[src/pkg/adc_fmt_pkg.sv]
// Purpose: Shared constants for the converter output formatter and configuration port.
// Assumes: 200 MHz reference clock; serial clock and strap pins are asynchronous.
// Notes: Register addresses, field positions, reset values and cycle counts.
package adc_fmt_pkg;
    localparam int DATA_W = 12;
    localparam logic [6:0] ADDR_RESET = 7'h00;
    localparam logic [6:0] ADDR_POWER = 7'h01;
    localparam logic [6:0] ADDR_TIMING = 7'h02;
    localparam logic [6:0] ADDR_OUTMODE = 7'h03;
    localparam logic [6:0] ADDR_FORMAT = 7'h04;
    localparam logic [7:0] REG_RESET_VAL = 8'h00;
    localparam int RST_BIT = 7;
    localparam int PWR_SLEEP_BIT = 3;
    localparam int PWR_NAP_BIT = 2;
    localparam int PWR_CHB_BIT = 1;
    localparam int TIM_DCS_BIT = 0;
    localparam int OUT_HIZ_BIT = 0;
    localparam int OUT_CUR_LSB = 2;
    localparam int FMT_PAT_LSB = 5;
    localparam int FMT_ALTPOL_BIT = 4;
    localparam int FMT_PATEN_BIT = 2;
    localparam int FMT_SCRAM_BIT = 1;
    localparam int FMT_SIGNED_BIT = 0;
    localparam logic [2:0] PAT_ZEROS = 3'h0;
    localparam logic [2:0] PAT_ONES = 3'h1;
    localparam logic [2:0] PAT_TOGGLE = 3'h2;
    localparam logic [2:0] PAT_CHECKER = 3'h4;
    localparam logic [2:0] CUR_LOW_STRAP = 3'h7;
    localparam logic [2:0] CUR_DEFAULT = 3'h0;
    localparam logic [4:0] SER_WORD_BITS = 5'h10;
    localparam int NAP_WAKE_CYCLES = 100;
    localparam logic [6:0] NAP_WAKE_CNT = 7'(NAP_WAKE_CYCLES);
    localparam logic [12:0] CHECKER_A = 13'h1555;
endpackage

[src/adc_output_format_and_config_port.sv]
// Purpose: Sample formatter, test patterns, power modes and serial configuration port.
// Assumes: Serial clock, chip select, data-in and straps are asynchronous to ref_clk.
// Notes: Outputs are single-rate words; the pad logic serialises them.
module adc_output_format_and_config_port
    import adc_fmt_pkg::*;
(
    input wire logic ref_clk,
    input wire logic rst_n,
    input wire logic [adc_fmt_pkg::DATA_W-1:0] raw_a,
    input wire logic [adc_fmt_pkg::DATA_W-1:0] raw_b,
    input wire logic over_a,
    input wire logic under_a,
    input wire logic over_b,
    input wire logic under_b,
    input wire logic sample_valid,
    input wire logic programming_select,
    input wire logic cs_n,
    input wire logic sck,
    input wire logic sdi,
    output logic sdo_o,
    output logic sdo_oe,
    output logic [adc_fmt_pkg::DATA_W-1:0] data_a,
    output logic [adc_fmt_pkg::DATA_W-1:0] data_b,
    output logic overflow_flag_a,
    output logic overflow_flag_b,
    output logic output_strobe_clock,
    output logic outputs_oe,
    output logic sleep_mode,
    output logic nap_mode,
    output logic second_channel_powerdown,
    output logic duty_stabilizer_enable,
    output logic [2:0] drive_current_sel,
    output logic data_valid
);
    import adc_fmt_pkg::*;

    // Two-flop synchronisers for all asynchronous pins.
    // A pin that moves near a clock edge settles here before any decode reads it.
    logic [3:0] sync1_ff, sync2_ff;
    always_ff @(posedge ref_clk)
    begin
        sync1_ff <= {programming_select, cs_n, sck, sdi};
        sync2_ff <= sync1_ff;
    end
    wire par_mode = sync2_ff[3];
    wire cs_s = sync2_ff[2];
    wire sck_s = sync2_ff[1];
    wire sdi_s = sync2_ff[0];

    // Delayed copies of the synchronised serial clock and chip select turn their transitions into one-cycle strobes.
    logic sck_d_ff, cs_d_ff;
    always_ff @(posedge ref_clk)
    begin
        sck_d_ff <= sck_s;
        cs_d_ff <= cs_s;
    end
    wire sck_rise = sck_s & ~sck_d_ff;
    wire sck_fall = ~sck_s & sck_d_ff;
    wire cs_fall = ~cs_s & cs_d_ff;

    // Serial shift state.
    logic [4:0] bit_cnt_ff;
    logic [15:0] shift_ff;
    logic [7:0] rd_shift_ff;
    logic sdo_low_ff;
    logic [7:0] power_ff, timing_ff, outmode_ff, format_ff;

    // Readback decode; the reset register and unmapped addresses read as zero.
    function automatic logic [7:0] reg_read(input logic [6:0] a, input logic [7:0] p,
        input logic [7:0] t, input logic [7:0] o, input logic [7:0] f);
        unique case (a)
            ADDR_POWER: reg_read = p;
            ADDR_TIMING: reg_read = t;
            ADDR_OUTMODE: reg_read = o;
            ADDR_FORMAT: reg_read = f;
            default: reg_read = 8'h00;
        endcase
    endfunction

    // Word decode. The counter limit drops serial clock rises past the sixteenth,
    // so a host that over-clocks a frame cannot disturb the word already taken.
    wire ser_active = ~cs_s & ~par_mode;
    wire take_bit = ser_active & sck_rise & (bit_cnt_ff < SER_WORD_BITS);
    wire [15:0] nxt_shift = {shift_ff[14:0], sdi_s};
    wire [4:0] nxt_cnt = bit_cnt_ff + 5'h01;
    wire word_done = take_bit & (nxt_cnt == SER_WORD_BITS);
    wire do_write = word_done & ~nxt_shift[15];
    wire [6:0] wr_addr = nxt_shift[14:8];
    wire [7:0] wr_data = nxt_shift[7:0];
    wire soft_reset = do_write & (wr_addr == ADDR_RESET) & wr_data[RST_BIT];
    wire rd_load = take_bit & (nxt_cnt == 5'h08) & shift_ff[6];
    wire [7:0] rd_val = reg_read(nxt_shift[6:0], power_ff, timing_ff, outmode_ff, format_ff);

    // Bit counter restarts on select fall and clears when select rises early.
    always_ff @(posedge ref_clk)
    begin
        if (!rst_n || cs_s || cs_fall)
            bit_cnt_ff <= 5'h00;
        else if (take_bit)
            bit_cnt_ff <= nxt_cnt;
    end

    // The shift register takes one data-in bit per accepted serial clock rise.
    always_ff @(posedge ref_clk)
    begin
        if (!rst_n)
            shift_ff <= 16'h0000;
        else if (take_bit)
            shift_ff <= nxt_shift;
    end

    // Readback: register loaded after address, shifted out on falling edges.
    // An idle shifter holds ones, so the open-drain line stays released.
    always_ff @(posedge ref_clk)
    begin
        if (!rst_n || cs_s)
            rd_shift_ff <= 8'hff;
        else if (rd_load)
            rd_shift_ff <= rd_val;
        else if (sck_fall && bit_cnt_ff > 5'h08)
            rd_shift_ff <= {rd_shift_ff[6:0], 1'b1};
    end

    // Open drain: only ever pulls low.
    always_ff @(posedge ref_clk)
    begin
        if (!rst_n)
            sdo_low_ff <= 1'b0;
        else
            sdo_low_ff <= ser_active && bit_cnt_ff >= 5'h08 && !rd_shift_ff[7];
    end
    assign sdo_oe = sdo_low_ff;
    assign sdo_o = 1'b0;

    // Mode registers: written by a complete word, cleared by software reset.
    // Reserved bits are masked so that readback always shows them as zero.
    always_ff @(posedge ref_clk)
    begin
        if (!rst_n || soft_reset)
        begin
            power_ff <= REG_RESET_VAL;
            timing_ff <= REG_RESET_VAL;
            outmode_ff <= REG_RESET_VAL;
            format_ff <= REG_RESET_VAL;
        end
        else if (do_write)
        begin
            if (wr_addr == ADDR_POWER)
                power_ff <= wr_data & 8'h0e;
            if (wr_addr == ADDR_TIMING)
                timing_ff <= wr_data & 8'h0f;
            if (wr_addr == ADDR_OUTMODE)
                outmode_ff <= wr_data & 8'h1f;
            if (wr_addr == ADDR_FORMAT)
                format_ff <= wr_data & 8'hf7;
        end
    end

    // Effective modes: straps in parallel mode, registers in serial mode.
    // Features with no strap fall back to their reset state in parallel mode.
    wire m_sleep = par_mode ? sck_s : power_ff[PWR_SLEEP_BIT];
    wire m_nap = ~par_mode & power_ff[PWR_NAP_BIT];
    wire m_chb = ~par_mode & power_ff[PWR_CHB_BIT];
    wire m_dcs = par_mode ? cs_s : timing_ff[TIM_DCS_BIT];
    wire [2:0] m_cur = par_mode ? (sdi_s ? CUR_LOW_STRAP : CUR_DEFAULT)
                                : outmode_ff[OUT_CUR_LSB +: 3];
    wire m_hiz = ~par_mode & outmode_ff[OUT_HIZ_BIT];
    wire m_signed = ~par_mode & format_ff[FMT_SIGNED_BIT];
    wire m_scram = ~par_mode & format_ff[FMT_SCRAM_BIT];
    wire m_altpol = ~par_mode & format_ff[FMT_ALTPOL_BIT];
    wire m_paten = ~par_mode & format_ff[FMT_PATEN_BIT];
    wire [2:0] m_pat = format_ff[FMT_PAT_LSB +: 3];

    // Formatting of one channel: saturate, sign, scramble, then polarity.
    // Clipping before the sign flip makes both formats saturate at matching codes.
    function automatic logic [12:0] fmt(input logic [11:0] raw, input logic ov,
        input logic un, input logic sgn, input logic scr, input logic alt);
        logic [11:0] d;
        d = ov ? 12'hfff : (un ? 12'h000 : raw);
        if (sgn)
            d[11] = ~d[11];
        if (scr)
            d[11:1] = d[11:1] ^ {11{d[0]}};
        if (alt)
            d = d ^ 12'haaa;
        fmt = {ov | un, d};
    endfunction

    // Test pattern words; the phase flips on every sample so alternating patterns
    // follow the strobe. Unused pattern codes fall through to all zeros.
    logic pat_phase_ff;
    wire [12:0] pat_word = (m_pat == PAT_ONES) ? 13'h1fff :
                           (m_pat == PAT_TOGGLE) ? {13{pat_phase_ff}} :
                           (m_pat == PAT_CHECKER) ? (pat_phase_ff ? ~CHECKER_A : CHECKER_A) :
                           13'h0000;
    // A pattern bypasses all formatting, so the receiver sees it untouched.
    wire [12:0] word_a = m_paten ? pat_word
                       : fmt(raw_a, over_a, under_a, m_signed, m_scram, m_altpol);
    wire [12:0] word_b = m_paten ? pat_word
                       : fmt(raw_b, over_b, under_b, m_signed, m_scram, m_altpol);

    // Nap wake counter holds data invalid for the recovery interval.
    // The count restarts while either power-down is held, so it times from the exit.
    logic [6:0] wake_cnt_ff;
    logic nap_d_ff;
    always_ff @(posedge ref_clk)
    begin
        if (!rst_n)
        begin
            wake_cnt_ff <= 7'h00;
            nap_d_ff <= 1'b0;
        end
        else
        begin
            nap_d_ff <= m_nap | m_sleep;
            if (m_nap || m_sleep)
                wake_cnt_ff <= NAP_WAKE_CNT;
            else if (wake_cnt_ff != 7'h00)
                wake_cnt_ff <= wake_cnt_ff - 7'h01;
        end
    end
    wire powered = ~m_sleep & ~m_nap & ~nap_d_ff & (wake_cnt_ff == 7'h00);

    // Output stage registers.
    // A powered-down channel B presents zeros so its pins stay quiet.
    always_ff @(posedge ref_clk)
    begin
        if (!rst_n)
        begin
            data_a <= 12'h000;
            data_b <= 12'h000;
            overflow_flag_a <= 1'b0;
            overflow_flag_b <= 1'b0;
            output_strobe_clock <= 1'b0;
            pat_phase_ff <= 1'b0;
            data_valid <= 1'b0;
            outputs_oe <= 1'b0;
        end
        else
        begin
            outputs_oe <= ~m_hiz;
            data_valid <= sample_valid & powered;
            if (sample_valid)
            begin
                data_a <= word_a[11:0];
                overflow_flag_a <= word_a[12];
                data_b <= m_chb ? 12'h000 : word_b[11:0];
                overflow_flag_b <= m_chb ? 1'b0 : word_b[12];
                output_strobe_clock <= ~output_strobe_clock;
                pat_phase_ff <= ~pat_phase_ff;
            end
        end
    end

    // Power and analog control levels.
    // Registering them keeps decode glitches away from the analog controls.
    always_ff @(posedge ref_clk)
    begin
        if (!rst_n)
        begin
            sleep_mode <= 1'b0;
            nap_mode <= 1'b0;
            second_channel_powerdown <= 1'b0;
            duty_stabilizer_enable <= 1'b0;
            drive_current_sel <= CUR_DEFAULT;
        end
        else
        begin
            sleep_mode <= m_sleep;
            nap_mode <= m_nap;
            second_channel_powerdown <= m_chb;
            duty_stabilizer_enable <= m_dcs;
            drive_current_sel <= m_cur;
        end
    end
endmodule

[config.mk]
export PLATFORM = sky130hd
export DESIGN_NAME = adc_output_format_and_config_port
export DESIGN_NICKNAME = d
export VERILOG_FILES = /design/src/pkg/adc_fmt_pkg.sv /design/src/adc_output_format_and_config_port.sv
export SDC_FILE = /design/constraint.sdc
export NUM_CORES = 1
export LEC_CHECK = 0
export BUFFER_PORTS_ARGS = -buffer_cell sky130_fd_sc_hd__clkbuf_2
export CORE_MARGIN = 4
export CORE_UTILIZATION = 46
export DETAILED_ROUTE_END_ITERATION = 12
export PLACE_DENSITY = 0.67
export REMOVE_ABC_BUFFERS = 1
export SETUP_SLACK_MARGIN = 0.05
export SYNTH_ARGS = -nofsm -noshare
export SYNTH_HDL_FRONTEND = slang
export SYNTH_SLANG_ARGS = --single-unit
[constraint.sdc]
create_clock -name ref_clk -period 2.4 [get_ports ref_clk]
set_input_delay 0.12 -clock ref_clk [delete_from_list [all_inputs] [get_ports ref_clk]]
set_output_delay 0.12 -clock ref_clk [all_outputs]
set_load 0.02 [all_outputs]
==> run metrics, run 1 <==
Worst Path Arrival 2.52 ns; worst path cell trace ha_2 -> xnor2_1 -> nand4_1 -> or4_4 -> or3b_4 -> o22ai_1; post-synthesis to final-layout area growth 15.84%; die width between 100 and 150 um; CTS tree yes; async set-reset flop share out of synthesis 0; routability-driven placement congestion ratio 0.8169; die footprint approximately 12000 sq um; clk sinks roughly 100; DR vias 4333; skew final ~0.013 ns; max cap viols 0; largest net degree at the start of global routing 26; maximum fanout along the worst path 6; layer with the highest usage met2; Worst Tran Pin Value just under 0.9 ns; clock root cell clkbuf_8; final slew viol count 0; # setup viols final 0; RSZ-0062 raised after global routing true; Longest Clk Path Bufs 2; final hold viol count 0; CP max stage delay ~0.50 ns; worst vdd ir 0.0003186 V; number of unique standard cell types used by synthesis 56; Remaining Overflow, GRT 0; Critical-path top delay cell or4_4; worst endpoint required time 2.70 ns; status finished clean; Vias/cell 5.613; num ports 73; core area about 10000 sq um; syn avg cell area 8.298 sq um; crit start category register; final worst path period share 0.9251; ant diodes 0; share of cells above drive strength 1 0.1800; initial antenna violation count 0; met2 GRT Util 0.3278; layout net count just under 700; DP Area roughly 5200 sq um; hold path depth 4; worst-case reg-to-reg path depth 6; R2R Setup Slk roughly 0.18 ns; flops & latches, synth around 100; min Tclk post-route between 2 and 2.5 ns; clock latency on the worst-skew pair 0.38 ns; drt drc 0; FF-to-FF End timing_ff[2]$_SDFFE_PP0P_; die height around 110 um; DR WL/cell between 10 and 15 um; port buffer count just over 70; initial DRC count 311; Inserted Clock Buffers 9; fmax 450.4 MHz; synth warn 0; GR Util met3 0.02877; Fin Hold WS between 0.1 and 0.15 ns; sequential-to-total area share from yosys stat 0.4329; Routed WL between 10000 and 15000 um; ys flop type dfxtp_1; Mapped Area between 4000 and 5000 sq um; launch point of the worst reg-to-reg path bit_cnt_ff[1]$_SDFFE_PP0N_; Initial Util 0.4807; post-route ant nets 0; CTS H-tree depth 3; DRT Pass-1 Iters 6; Synth Instances 574; Post-synth EDFFs 0; hold path startpoint raw_b[6]; Rel. slew slack 0.4053; Worst Setup End Kind register; worst min path class primary input to register; critical path class register to register; Power Density 674.1 nW/um^2; CTS clk-pin slew, worst paths 0.11 ns; Setup Fix Bufs, Post-CTS 0; P_leak between 2 and 2.5 nW; final setup TNS 0 ns; HPWL after detailed placement about 8300 um; first-pass GRT wire length between 15000 and 20000 um; number of global-route vias before repair between 4000 and 5000; Hold Path End data_b[6]$_SDFFE_PN0P_; GR Util met1 0.2737; row cnt 36; Post-Layout Inst Area 5518 sq um; GRT Total Usage 0.2013
## report_power, final
part	total (mW)	internal [mW]	switching [mW]
clock network	1.28	0.615	0.664
registers	1.88	1.80	0.0702
logic	0.566	0.237	0.330
total	3.72	2.66	1.06
## per-stage QoR
step           instances  utilization  setup WS (ns)  power (mW)
2_1_floorplan        535            -         0.2274       2.297
3_3_place_gp         752       0.5271         0.2611       2.463
3_5_place_dp         752       0.5271         0.1579       2.476
4_1_cts              772       0.5553         0.1407       3.749
5_1_grt              772       0.5568        0.04361       3.910
6_report             772       0.5568         0.1798       3.720
## layer usage
metal | part of all wire | routed length (um) | vias to the layer above
li1 | - | - | 2178
met1 | 0.47 | 5487 | 2021
met2 | 0.47 | 5386 | 117
met4 | 0.017 | 201 | 0
met5 | 0 | 0 | -
met3 | 0.043 | 499 | 17
## registers in the layout, summed over array words and instances, names as in the netlist, 4 cells and up
name	count
format_ff	7
shift_ff	15
wake_cnt_ff	7
bit_cnt_ff	5
outmode_ff	5
sync2_ff	4
timing_ff	4
data_b	12
sync1_ff	4
data_a	12
rd_shift_ff	8
## worst max path at each step
stage / from / to / depth (start not counted)
final: bit_cnt_ff[1]$_SDFFE_PP0N_ / timing_ff[2]$_SDFFE_PP0P_ / 6
after global routing: bit_cnt_ff[1]$_SDFFE_PP0N_ / format_ff[2]$_SDFFE_PP0P_ / 6
after CTS: bit_cnt_ff[0]$_SDFFE_PP0N_ / timing_ff[2]$_SDFFE_PP0P_ / 6
after detailed placement: bit_cnt_ff[0]$_SDFFE_PP0N_ / timing_ff[2]$_SDFFE_PP0P_ / 6
after global placement: bit_cnt_ff[0]$_SDFFE_PP0N_ / timing_ff[2]$_SDFFE_PP0P_ / 6
after floorplan: sync2_ff[3]$_DFF_P_ / timing_ff[1]$_SDFFE_PP0P_ / 5
## layout by cell type (no fill, tap or decap), drive strengths merged, types with 15 or more instances in the layout
| cell type | netlist | layout |
|---|---|---|
| o21ai | 23 | 23 |
| nor2b | 23 | 23 |
| a21oi | 57 | 57 |
| a2111oi | 15 | 15 |
| dfxtp | 103 | 103 |
| nand2 | 69 | 69 |
| inv | 12 | 15 |
| nor3 | 26 | 26 |
| nor2 | 46 | 46 |
| clkbuf | 31 | 80 |
## synthesized netlist by cell type (8+ instances only)
cell type	instances	share of area
nor4_1	10	0.013
o21ai_0	22	0.023
a211oi_1	13	0.020
a22o_1	12	0.022
a2111oi_0	14	0.026
nand2_1	69	0.054
nor2b_1	23	0.030
nor2_1	46	0.036
o211ai_1	10	0.016
nand3b_1	10	0.016
nor3_1	26	0.027
clkbuf_1	31	0.024
nand3_1	11	0.012
o22ai_1	12	0.016
inv_1	12	0.0095
a21oi_1	57	0.060
or3_1	8	0.011
dfxtp_1	103	0.43
mux2i_1	11	0.023
## kinds of logic after synthesis
kind of cell	count (synthesis)	synth area share
muxes	15	0.03257
and+or+nand+nor	237	0.2553
other	1	0.0007873
buffers and inverters	52	0.04360
DFF	103	0.4329
xor gates and xnor gates	11	0.02023
adders and majority gates	5	0.01313
AOI/OAI and AO/OA	150	0.2015
## cell type report
class	instances	area, sq um
flip-flops and latches	103	2063
inverters	13	48.80
multi-input cells	419	2507
repair buffers	88	493.0
clock inverters	7	115.1
fillers	916	4392
well taps	133	166.4
clock buffers	9	123.9
## repair_timing
item / 4_1_cts / 5_1_grt
resized for setup: 0 / 4
endpoints found under the hold margin: 4 / 0
endpoints found under the setup margin: 0 / 19
hold buffers: 4 / 0
## worst max-delay path: cells and delay by family, from the launching register on
kind,cells,cell delay (ns)
and+or+nand+nor,3,1.14
DFF,1,0.43
adders and majority gates,1,0.25
AOI/OAI and AO/OA,1,0.18
xor gates and xnor gates,1,0.15
No activity file was read; power rests on OpenSTA's default activity.
==> run 2: changes to the inputs <==
--- a/config.mk
+++ b/config.mk
@@ -8,6 +8,7 @@
 export BUFFER_PORTS_ARGS = -buffer_cell sky130_fd_sc_hd__clkbuf_2
 export CORE_MARGIN = 4
 export CORE_UTILIZATION = 46
+export CTS_BUF_LIST = sky130_fd_sc_hd__clkbuf_16
 export DETAILED_ROUTE_END_ITERATION = 12
 export PLACE_DENSITY = 0.67
 export REMOVE_ABC_BUFFERS = 1
==> constraint.sdc (replaced) <==
create_clock -name ref_clk -period 2.1 [get_ports ref_clk]
set_input_delay 0.105 -clock ref_clk [delete_from_list [all_inputs] [get_ports ref_clk]]
set_output_delay 0.105 -clock ref_clk [all_outputs]
set_load 0.02 [all_outputs]
==> run 2 against run 1 <==
- register-to-register slack got worse by 0.16 ns
- clock skew fell by 0.0059 ns
- global-route usage rose by 0.32 points
- critical path depth did not move
- critical endpoint is now timing_ff[3]$_SDFFE_PP0P_
==> run metrics, run 2 (synthesized netlist as in run 1, its figures left out) <==
met3 wire len 639 um (was 499 um); DR WL/cell 15.42 um (was 14.99 um); Inserted Clock Buffers 9 (unchanged); WP depth 6 (unchanged); crit start category register (unchanged); drt drc 0 (unchanged); die footprint 12050 sq um (unchanged); critical path buffer and inverter count 1 (was 0); die width 109.8 um (unchanged); final slew viol count 0 (unchanged); # setup viols final 0 (unchanged); Worst Path Arrival 2.33 ns (was 2.52 ns); Met1 Wirelength 5509 um (was 5487 um); Initial Util 0.4807 (unchanged); Power Density 780.9 nW/um^2 (was 674.1 nW/um^2); DR vias 4456 (was 4333); critical path class register to register (unchanged); Largest Register shift_ff (unchanged); largest net degree at the start of global routing 24 (was 26); Rel. slew slack 0.5983 (was 0.4053); Largest regs shift_ff: 15 flops, data_a: 12 flops, data_b: 12 flops (unchanged); clock root cell clkbuf_16 (was clkbuf_8); max cap viols 0 (unchanged); RSZ-0062 raised after global routing true (unchanged); worst endpoint required time 2.36 ns (was 2.70 ns); worst path cell trace buf_6 -> and4bb_2 -> nand4_1 -> or4_4 -> or3b_4 -> o22ai_2 (was ha_2 -> xnor2_1 -> nand4_1 -> or4_4 -> or3b_4 -> o22ai_1); GRT Total Usage 0.2045 (was 0.2013); CP max stage delay 0.57 ns (was 0.50 ns); post-route ant nets 0 (unchanged); die height 109.8 um (unchanged); Worst Setup End Kind register (unchanged); final hold viol count 0 (unchanged); number of flip-flops in the largest register 15 (unchanged); ant diodes 0 (unchanged); P_leak 2.191 nW (was 2.092 nW); DR top layer met4 (unchanged); num ports 73 (unchanged); CTS tree yes (unchanged); skew final 0.007269 ns (was 0.01319 ns); DRT Pass-1 Iters 5 (was 6); min Tclk post-route 2.076 ns (was 2.220 ns); row cnt 36 (unchanged); layout net count 688 (was 674); Longest Clk Path Bufs 2 (unchanged); Vias/cell 5.669 (was 5.613); Remaining Overflow, GRT 0 (unchanged); CTS H-tree depth 3 (unchanged); fin util 0.5792 (was 0.5568); initial antenna violation count 0 (unchanged); routability-driven placement congestion ratio 0.8660 (was 0.8169); clk sinks 103 (unchanged); metal2 WL 5805 um (was 5386 um); Worst Tran Pin Value 0.5873 ns (was 0.8672 ns); worst-case reg-to-reg path depth 6 (unchanged); Worst setup endpoint timing_ff[3]$_SDFFE_PP0P_ (was timing_ff[2]$_SDFFE_PP0P_); fmax 481.7 MHz (was 450.4 MHz); Post-Layout Inst Area 5739 sq um (was 5518 sq um); number of global-route vias before repair 4197 (was 4192); DP Area 5314 sq um (was 5224 sq um); post-synthesis to final-layout area growth 20.49% (was 15.84%); most common cell after layout, fill and taps aside dfxtp_1 (unchanged); Fin Hold WS 0.1705 ns (was 0.1402 ns); post-place setup slack 0.04189 ns (was 0.1579 ns); worst vdd ir 0.0004762 V (was 0.0003186 V); final setup TNS 0 ns (unchanged); Total Power 4.482 mW (was 3.720 mW); share of cells above drive strength 1 0.2067 (was 0.1800); port buffer count 71 (unchanged); R2R Setup Slk 0.02 ns (was 0.18 ns); launch point of the worst reg-to-reg path bit_cnt_ff[0]$_SDFFE_PP0N_ (was bit_cnt_ff[1]$_SDFFE_PP0N_); delay-heaviest family, CP simple AND/OR/NAND/NOR gates (unchanged); maximum fanout along the worst path 5 (was 6); Critical-path top delay cell or4_4 (unchanged); worst min path class primary input to register (unchanged); HPWL after detailed placement 8569 um (was 8259 um); initial DRC count 248 (was 311); core area 9910 sq um (unchanged); final worst path period share 0.9886 (was 0.9251); Inst Count DP 764 (was 752); clock latency on the worst-skew pair 0.34 ns (was 0.38 ns); FF-to-FF End timing_ff[3]$_SDFFE_PP0P_ (was timing_ff[2]$_SDFFE_PP0P_); Critical path origin bit_cnt_ff[0]$_SDFFE_PP0N_ (was bit_cnt_ff[1]$_SDFFE_PP0N_); final instance count without filler cells 786 (was 772); CTS clk-pin slew, worst paths 0.07 ns (was 0.11 ns); first-pass GRT wire length 19890 um (was 19580 um); setup ws final 0.02399 ns (was 0.1798 ns); fill count 921 (was 916); Routed WL 12120 um (was 11580 um); status finished clean (unchanged); most frequent cells in the layout dfxtp_1, clkbuf_2, nand2_1, a21oi_1, nor2_1 (unchanged)
-- run 2: worst min-delay path by stage --
stage / start / end / cells past startpoint
after floorplan: sdi / sync1_ff[0]$_DFF_P_ / 0
after global placement: cs_n / sync1_ff[2]$_DFF_P_ / 1
after detailed placement: sdi / sync1_ff[0]$_DFF_P_ / 1
after CTS: raw_b[10] / data_b[10]$_SDFFE_PN0P_ / 4
after global routing: raw_b[8] / data_b[8]$_SDFFE_PN0P_ / 4
final: raw_b[10] / data_b[10]$_SDFFE_PN0P_ / 4
-- run 2: power by group --
group | internal [mW] | total, mW | switching, mW
combinational | 0.276 | 0.671 | 0.395
sequential | 2.06 | 2.14 | 0.0811
clock | 0.927 | 1.67 | 0.741
total | 3.26 | 4.48 | 1.22
-- run 2: final cells by class --
| type | instances | area, sq um | area share |
|---|---|---|---|
| clock buffers | 9 | 225.2 | 0.03924 |
| repair buffers | 102 | 605.6 | 0.1055 |
| multi-input cells | 419 | 2554 | 0.4450 |
| inverters | 13 | 48.80 | 0.008502 |
| clock inverters | 7 | 72.57 | 0.01264 |
| well taps | 133 | 166.4 | 0.02900 |
| flip-flops and latches | 103 | 2067 | 0.3601 |
-- run 2: repair_timing --
action	4_1_cts	5_1_grt
buffers inserted	1	1
gates resized for setup	1	16
endpoints found under the setup margin	4	17
cloned	0	0
endpoints found under the hold margin	4	0
hold buffers	4	0
pin swaps	1	11
-- run 2: per-layer routing --
layer / track usage / up-vias
li1: - / 2206
met1: 0.2728 / 2111
met2: 0.3413 / 124
met3: 0.03464 / 15
met4: 0.05610 / 0
met5: 0 / -
-- run 2: worst min-delay path: cells and delay by family --
family | cells | cell delay [ns]
buf+inv | 1 | 0.10
simple gates | 1 | 0.06
compound gates | 2 | 0.21
